<file path="src/logic/gpio_mux_map.svh">
// constants for the multifunction pin block: mode width, counts, alarm bases, reset values
// assumes inclusion by the package and the pin block only
`ifndef GPIO_MUX_MAP_SVH
`define GPIO_MUX_MAP_SVH
`define NUM_PINS         16
`define NUM_REFS         4
`define NUM_LOOPS        4
`define NUM_OUTS         8
`define NUM_ALARMS       12
`define MODE_W           4
`define STEP_W           16
`define ALARM_LOSS_BASE  0
`define ALARM_LOCK_BASE  4
`define ALARM_HOLD_BASE  8
`define PULL_UP_RESET    1'b1
`define OD_RESET         1'b0
`define PIN_EN_RESET     1'b1
`endif

</file>
<file path="src/logic/gpio_mux_pkg.sv">
// types for the multifunction pin block
// assumes gpio_mux_map.svh on the include path
`include "gpio_mux_map.svh"
package gpio_mux_pkg;
    typedef enum logic [3:0]
    {
        MODE_INPUT       = 4'h0,
        MODE_OUTPUT      = 4'h1,
        MODE_LOSS_SIGNAL = 4'h2,
        MODE_LOCK_LIVE   = 4'h3,
        MODE_LOCK_STICKY = 4'h4,
        MODE_HOLD_LIVE   = 4'h5,
        MODE_HOLD_STICKY = 4'h6,
        MODE_ALERT       = 4'h7,
        MODE_OUT_DISABLE = 4'h8,
        MODE_REF_CLOCK   = 4'h9,
        MODE_MANUAL_SEL  = 4'hA,
        MODE_INCREMENT   = 4'hB,
        MODE_DECREMENT   = 4'hC,
        MODE_DISQUALIFY  = 4'hD
    } pin_mode_t;
endpackage : gpio_mux_pkg

</file>
<file path="src/logic/gpio_function_mux_alarm_out.sv">
// multifunction pin logic: per-pin function select, alarm outputs, sticky status
// assumes all inputs synchronous to ref_clk in value, pins pass a two-stage sync
// assumes configuration inputs held steady by software between changes
// assumes alarm sources are levels owned by the monitor and loop blocks
// assumes the pad ring resolves pin_out, pin_oe and the pull enables
`timescale 1ns/1ps
`include "gpio_mux_map.svh"
module gpio_function_mux_alarm_out
(
    // clock, reset and reset sequence state
    input  wire logic                        ref_clk,
    input  wire logic                        rst,
    input  wire logic                        reset_done,

    // per-pin configuration
    input  wire logic [`NUM_PINS*4-1:0]      pin_mode,
    input  wire logic [`NUM_PINS-1:0]        pin_out_level,
    input  wire logic [`NUM_PINS-1:0]        pin_invert,
    input  wire logic [`NUM_PINS*2-1:0]      pin_source_sel,
    input  wire logic [`NUM_PINS-1:0]        pin_enable,
    input  wire logic [`NUM_PINS-1:0]        pin_open_drain,
    input  wire logic [`NUM_PINS-1:0]        pin_pull_down,
    input  wire logic [`NUM_PINS*8-1:0]      pin_out_mask,
    input  wire logic [`NUM_PINS*12-1:0]     pin_alert_mask,
    input  wire logic [1:0]                  pin_supply_level,
    input  wire logic                        alarm_enable,

    // alarm sources and software clears
    input  wire logic [`NUM_REFS-1:0]        signal_loss_live,
    input  wire logic [`NUM_LOOPS-1:0]       loop_locked,
    input  wire logic [`NUM_LOOPS-1:0]       loop_holdover,
    input  wire logic [`NUM_ALARMS-1:0]      sticky_clear,
    input  wire logic                        ref_stage_full,

    // pad side
    input  wire logic [`NUM_PINS-1:0]        pin_in,
    output logic      [`NUM_PINS-1:0]        pin_out,
    output logic      [`NUM_PINS-1:0]        pin_oe,
    output logic      [`NUM_PINS-1:0]        pin_pull_up_en,
    output logic      [`NUM_PINS-1:0]        pin_pull_down_en,
    output logic      [1:0]                  pin_supply_sel,

    // status and controls toward the timing core
    output logic      [`NUM_PINS-1:0]        pin_level_status,
    output logic      [`NUM_ALARMS-1:0]      alarm_live,
    output logic      [`NUM_ALARMS-1:0]      alarm_sticky,
    output logic      [`NUM_OUTS-1:0]        out_clock_disable,
    output logic                             ref_clock_in,
    output logic                             ref_clock_valid,
    output logic                             manual_sel_high,
    output logic                             manual_sel_valid,
    output logic                             osc_step_up,
    output logic                             osc_step_down,
    output logic                             ref_disqualify
);
    ////////////////////////////////////////////////////////////////////////////
    // state record
    typedef struct packed
    {
        // synchroniser and edge history
        logic [`NUM_PINS-1:0]   sync1;
        logic [`NUM_PINS-1:0]   sync2;
        logic [`NUM_PINS-1:0]   prev;

        // alarm history and sticky status
        logic [`NUM_ALARMS-1:0] live_prev;
        logic [`NUM_ALARMS-1:0] sticky;

        // registered pad drive and level status
        logic [`NUM_PINS-1:0]   level;
        logic [`NUM_PINS-1:0]   out;
        logic [`NUM_PINS-1:0]   oe;

        // registered controls toward the timing core
        logic [`NUM_OUTS-1:0]   dis;
        logic                   ref_in;
        logic                   ref_ok;
        logic                   sel_hi;
        logic                   sel_ok;
        logic                   up;
        logic                   down;
        logic                   disq;
    } state_t;

    state_t state;
    state_t next_state;

    // combinational helpers shared by the pin processes
    logic [`NUM_ALARMS-1:0]    live_now;
    logic [`NUM_PINS-1:0]      rise;
    wire logic [`NUM_PINS-1:0] drive;
    wire logic [`NUM_PINS-1:0] drives_out;

    // mode of one pin from the packed mode field
    function automatic gpio_mux_pkg::pin_mode_t mode_of(input logic [`NUM_PINS*4-1:0] m,
                                                          input int idx);
        mode_of = gpio_mux_pkg::pin_mode_t'(m[idx*4 +: 4]);
    endfunction : mode_of

    // position of a selected alarm in the live and sticky vectors
    function automatic logic [3:0] alarm_index(input int base,
                                               input logic [1:0] sel);
        alarm_index = 4'(base) + {2'h0, sel};
    endfunction : alarm_index

    // alarm layout: refs 0..3 signal loss, 4..7 loop unlock, 8..11 holdover
    assign live_now = {loop_holdover, ~loop_locked, signal_loss_live} &
                      {`NUM_ALARMS{alarm_enable}};

    // edges are taken after the synchroniser; prev resets low, so a pin
    // idling high through reset shows one edge, which reset_done masks
    // while the reset sequence still runs
    assign rise = state.sync2 & ~state.prev;

    ////////////////////////////////////////////////////////////////////////////
    // per-pin output value and drive decision
    genvar g;
    generate
        for (g = 0; g < `NUM_PINS; g = g + 1)
        begin : g_pin
            logic [1:0] src;
            logic       value;
            logic       active;
            assign src = pin_source_sel[g*2 +: 2];
            // one process per pin owns its own value and drive flag
            always_comb
            begin
                value = 1'h0;
                active = 1'h1;
                case (mode_of(pin_mode, g))
                    gpio_mux_pkg::MODE_OUTPUT:
                        value = pin_out_level[g];
                    gpio_mux_pkg::MODE_LOSS_SIGNAL:
                        value = live_now[alarm_index(`ALARM_LOSS_BASE, src)]
                                ^ pin_invert[g];
                    gpio_mux_pkg::MODE_LOCK_LIVE:
                        value = live_now[alarm_index(`ALARM_LOCK_BASE, src)];
                    gpio_mux_pkg::MODE_LOCK_STICKY:
                        value = state.sticky[alarm_index(`ALARM_LOCK_BASE, src)]
                                ^ pin_invert[g];
                    gpio_mux_pkg::MODE_HOLD_LIVE:
                        value = live_now[alarm_index(`ALARM_HOLD_BASE, src)];
                    gpio_mux_pkg::MODE_HOLD_STICKY:
                        value = state.sticky[alarm_index(`ALARM_HOLD_BASE, src)]
                                ^ pin_invert[g];
                    gpio_mux_pkg::MODE_ALERT:
                        value = (|(state.sticky & pin_alert_mask[g*12 +: 12]))
                                ^ pin_invert[g];
                    default:
                        active = 1'h0;
                endcase
            end

            // per-pin results gathered into the shared vectors
            assign drive[g]      = value;
            assign drives_out[g] = active;
        end
    endgenerate

    ////////////////////////////////////////////////////////////////////////////
    // next-state logic
    always_comb
    begin
        next_state = state;

        // two flip-flop synchroniser, then history for edge detection
        next_state.sync1 = pin_in;
        next_state.sync2 = state.sync1;
        next_state.prev = state.sync2;
        next_state.level = state.sync2;
        next_state.live_prev = live_now;

        // set wins over clear: a change racing the software clear keeps
        // the bit set, so no alarm edge is lost while it is serviced
        next_state.sticky = (state.sticky & ~sticky_clear)
                            | (live_now ^ state.live_prev);

        // controls stay idle unless a pin in the matching mode asks
        next_state.dis = '0;
        next_state.ref_in = 1'b0;
        next_state.ref_ok = 1'b0;
        next_state.sel_hi = 1'b0;
        next_state.sel_ok = 1'b0;
        next_state.up = 1'b0;
        next_state.down = 1'b0;
        next_state.disq = 1'b0;
        next_state.out = '0;
        next_state.oe = '0;
        for (int i = 0; i < `NUM_PINS; i++)
        begin
            if (reset_done && pin_enable[i])
            begin
                // open drain drives only the low level; the high level is
                // left to the pull-up so a shared line never fights
                next_state.out[i] = drive[i];
                next_state.oe[i] = drives_out[i] &&
                                   (!pin_open_drain[i] || !drive[i]);
                case (mode_of(pin_mode, i))
                    gpio_mux_pkg::MODE_OUT_DISABLE:
                        if (state.sync2[i])
                        begin
                            next_state.dis = next_state.dis
                                             | pin_out_mask[i*8 +: 8];
                        end
                    gpio_mux_pkg::MODE_REF_CLOCK:
                        if (!ref_stage_full)
                        begin
                            next_state.ref_in = state.sync2[i];
                            next_state.ref_ok = 1'b1;
                        end
                    gpio_mux_pkg::MODE_MANUAL_SEL:
                    begin
                        next_state.sel_hi = state.sync2[i];
                        next_state.sel_ok = 1'b1;
                    end
                    gpio_mux_pkg::MODE_INCREMENT:
                        if (rise[i])
                        begin
                            next_state.up = 1'b1;
                        end
                    gpio_mux_pkg::MODE_DECREMENT:
                        if (rise[i])
                        begin
                            next_state.down = 1'b1;
                        end
                    gpio_mux_pkg::MODE_DISQUALIFY:
                        if (state.sync2[i])
                        begin
                            next_state.disq = 1'b1;
                        end
                    default:
                        next_state.disq = next_state.disq;
                endcase
            end
        end
    end

    ////////////////////////////////////////////////////////////////////////////
    // state register
    // asynchronous reset clears every flop; pins stay undriven until reset_done
    always_ff @(posedge ref_clk or posedge rst)
    begin
        if (rst)
        begin
            state <= '0;
        end
        else
        begin
            state <= next_state;
        end
    end

    ////////////////////////////////////////////////////////////////////////////
    // pad side outputs
    assign pin_out           = state.out;
    assign pin_oe            = state.oe;
    assign pin_pull_down_en  = pin_pull_down;
    assign pin_pull_up_en    = ~pin_pull_down;
    assign pin_supply_sel    = pin_supply_level;

    // status seen by software
    assign pin_level_status  = state.level;
    assign alarm_live        = live_now;
    assign alarm_sticky      = state.sticky;

    // controls toward the timing core
    assign out_clock_disable = state.dis;
    assign ref_clock_in      = state.ref_in;
    assign ref_clock_valid   = state.ref_ok;
    assign manual_sel_high   = state.sel_hi;
    assign manual_sel_valid  = state.sel_ok;
    assign osc_step_up       = state.up;
    assign osc_step_down     = state.down;
    assign ref_disqualify    = state.disq;
endmodule : gpio_function_mux_alarm_out

</file>
<file path="config.mk">
export PLATFORM = sky130hd
export DESIGN_NAME = gpio_function_mux_alarm_out
export DESIGN_NICKNAME = d
export VERILOG_FILES = /design/src/logic/gpio_mux_pkg.sv /design/src/logic/gpio_function_mux_alarm_out.sv
export VERILOG_INCLUDE_DIRS = /design/src /design/src/logic
export SDC_FILE = /design/constraint.sdc
export NUM_CORES = 1
export LEC_CHECK = 0
export ABC_CLOCK_PERIOD_IN_PS = 5800
export BUFFER_PORTS_ARGS = -buffer_cell sky130_fd_sc_hd__buf_2
export CELL_PAD_IN_SITES_DETAIL_PLACEMENT = 0
export CELL_PAD_IN_SITES_GLOBAL_PLACEMENT = 1
export CORE_AREA = 2 2 259 261
export DETAILED_ROUTE_END_ITERATION = 6
export DIE_AREA = 0 0 261 263
export PLACE_DENSITY_LB_ADDON = 0.25
export SYNTH_ARGS = -nofsm -noshare
export SYNTH_HDL_FRONTEND = slang
export SYNTH_SLANG_ARGS = --single-unit
</file>
<file path="constraint.sdc">
create_clock -name ref_clk -period 5.8 [get_ports ref_clk]
set_input_delay 0 -clock ref_clk [delete_from_list [all_inputs] [get_ports ref_clk]]
set_output_delay 0 -clock ref_clk [all_outputs]
set_load 0.01 [all_outputs]
</file>
==> results.ini <==
[timing]
whs_ps=0.0131
tns_ps=0
fin_crit_sh_pct=66.3
setup_viol=0
period_needed_ps=3840
drv_slew=0
hold_viol=0
max_freq_mhz=260
rsz0062_at_grt=false
tightest_slew_ps=1190
finalWorstSetupSlack_ps=1960
maxSlewHeadroom_pct=18.5
finalClockSkew_ps=23.0

[routing]
route.met2.wl_um=41900
first_iter_violations=1578
drt-wirelength-per-cell_um=30.0
routed_wl_um=86100
vias_per_cell=5.27
wl_met1_um=36300
drc_errors=3
drt.antenna.violating_nets=0
vias=15100
top_layer_used=met5
dr.pass1.iters=7
wl_met3_um=5850

[worst_setup_path]
ff2ff_setup_slack_ps=1960
crit_chain=buf_4 > a22oi_1 > nand4_1 > nor3_1 > a311oi_1 > nand4b_1 > dlygate4sd3_1 > and3_1 > dlygate4sd3_1
slowest_stage=dfrtp_1
cp_common_cell=dlygate4sd3_1
crit_path_end_kind=register
start_kind=register
critical_path_class=register to register
worstPathArrival_ps=4260
critical_path_required_ps=6210
critPathMaxStageDelay_ps=870
reg2reg_depth=9
cp_max_fo=18

[placed_design]
place.gp.congestion=0.919
dpl-instance-area_mm2=0.0155
hpwl_um=69400
io_buffer_count=659
place_ws_ps=2970

[synthesis]
synth_ff_type=dfrtp_1
ys_seq_area_share_pct=24.5
netlist_instances=1379
syn_nets=1922
synth_edf_count=0
async_flop_share_pct=100
syn_avg_cell_area_um2=8.82
syn_area_mm2=0.0122
yosysWarnings=0
netlist-cell-type-count=78
synth_seq_cells=119

[global_routing]
antenna_found_initial=26
grt_pass1_vias=15200
gr-total-overflow=0
grt.total_usage_pct=24.4
grt_max_degree=61
grt_first_pass_wirelength_um=118000

[floorplan]
die_w_um=261
initial_utilization_pct=18.5
io_pins=664
fp-row-count=94
design.die.area_mm2=0.0686
fp.coreArea_mm2=0.0656
die_y_um=263

[clock_tree]
cts.sinks=119
cts_tree=done
cts_root_buffer=clkbuf_16
post_cts_buffers=0
clk_path_buf_depth=2
htreeDepth=4
clk_pin_slew_worst_paths_ps=80
cts.repair.resized=0
numCtsBuffers=17
clk_latency_ps=490

[hold_path]
holdPathStages=0
hp-class=primary input to output port

[power]
p_seq_share_pct=30.1
peakVddDrop_mv=0.216
pwr-share-clk_pct=36.5
p_sw_share_pct=36.8
p_sw_uw=1190
total_leakage_power_uw=0.00791
intPower_uw=2040
cellPowerDensity_mw_per_mm2=187
p_comb_share_pct=33.4

[layout]
sequential_cell_area_mm2=0.00298
final_common_cell=buf_2
drive_gt1_share_pct=40.9
fill_cells=7296
final_cell_mix=buf_2 (659), dfrtp_1 (117), dlygate4sd3_1 (114), nand2_1 (100), a22oi_1 (83)
final_core_util_pct=26.4
area_growth_pct=42.4
multiInputGateArea_mm2=0.00773
finish.instance_area_mm2=0.0173
fin_nets=2523

[status]
status=complete, but fails checks
failed_checks=DRC

[run]
drv_cap=0

## metrics by stage
step | power (µW) | instances
after floorplan | 1510 | 1379
after global placement | 2000 | 2711
after detailed placement | 2010 | 2711
after CTS | 3270 | 2856
after global routing | 3380 | 2862
final | 3240 | 2872
## final timing paths
kind                                           from           endpoint
worst max-delay path                alarm_sticky[9]          pin_oe[7]
worst min-delay path            pin_supply_level[0]  pin_supply_sel[0]
worst max register to register      alarm_sticky[9]          pin_oe[7]
worst min register to register      next_state[115]     next_state[59]
max in group asynchronous                       rst    alarm_sticky[8]
min in group asynchronous                       rst        pin_out[11]
## registers in the layout, indices dropped and copies added, names as in the netlist
name	count
ref_clock_in	1
state	12
pin_oe	16
next_state	32
pin_level_status	16
manual_sel_valid	1
ref_clock_valid	1
ref_disqualify	1
out_clock_disable	8
osc_step_down	1
pin_out	16
alarm_sticky	12
osc_step_up	1
manual_sel_high	1
## metal layers
metal | GRT usage (%) | up-vias
li1 | - | 6495
met1 | 32.1 | 7750
met2 | 40.8 | 749
met3 | 4.76 | 118
met4 | 6.05 | 24
met5 | 0 | -
## final cells by class
type                            count  area share [%]
Inverter                           71            1.57
Tap cell                          864            6.24
Clock buffer                       19            2.56
Multi-Input combinational cell    976            44.6
Sequential cell                   119            17.2
Clock inverter                     12           0.961
Antenna cell                       16           0.231
Timing Repair Buffer              795            26.6
## critical path: cells and delay by family (launching register included)
| family | cells | cell delay [ps] |
|---|---|---|
| compound gates | 2 | 850 |
| buf+inv | 3 | 1500 |
| flops | 1 | 870 |
| simple gates | 4 | 520 |
## synth_stat cells, types with 6 or more instances
cell / n / area (µm²)
a21oi_1: 21 / 105
a211oi_1: 6 / 45.0
and2_1: 12 / 75.1
xnor2_1: 15 / 131
buf_2: 19 / 95.1
mux2_2: 9 / 101
inv_1: 71 / 267
and3_1: 12 / 75.1
o31ai_1: 10 / 75.1
nor2b_1: 35 / 219
or4_1: 6 / 45.0
a222oi_1: 18 / 180
nor4_1: 29 / 181
nand3_1: 52 / 260
a31oi_1: 21 / 131
or2_2: 6 / 37.5
clkbuf_1: 92 / 345
nand2_1: 100 / 375
o21ai_1: 6 / 30.0
or3_1: 8 / 50.1
buf_4: 98 / 736
a221oi_1: 22 / 193
and4b_1: 7 / 70.1
o21a_1: 7 / 52.6
nand2b_1: 27 / 169
a211o_1: 13 / 114
a22o_1: 30 / 263
o21bai_1: 7 / 52.6
o22ai_1: 9 / 56.3
nand4_1: 39 / 244
nor3_1: 61 / 305
dfrtp_1: 119 / 2980
mux4_2: 75 / 1690
o21ai_0: 38 / 190
mux2i_1: 21 / 210
nor4b_1: 11 / 96.3
a22oi_1: 83 / 623
a311oi_1: 6 / 52.6
nand3b_1: 15 / 113
nand4b_1: 17 / 149
o211ai_1: 6 / 45.0
nor2_1: 42 / 158
## power groups by stage
| stage | Sequential [µW] | Combinational, µW | Clock, µW |
|---|---|---|---|
| after floorplan | 916 | 590 | 0 |
| after global routing | 979 | 1160 | 1240 |
| after CTS | 972 | 1080 | 1220 |
| after detailed placement | 987 | 1020 | 0 |
| final | 974 | 1080 | 1180 |
| after global placement | 986 | 1020 | 0 |
## repair_timing
action                     in CTS  in global routing
hold buffers                  114                  0
setup endpoints to repair       0                  0
hold endpoints to repair      129                  0
## logic make-up after synthesis
group / Yosys count / synth area share, %
AOI/OAI and AO/OA: 345 / 21.3
xor gates and xnor gates: 20 / 1.44
adders and majority gates: 1 / 0.0823
buffers and inverters: 284 / 12.0
DFF: 119 / 24.5
muxes: 112 / 17.7
and+or+nand+nor: 498 / 22.9
No activity file was read; power rests on OpenSTA's default activity.
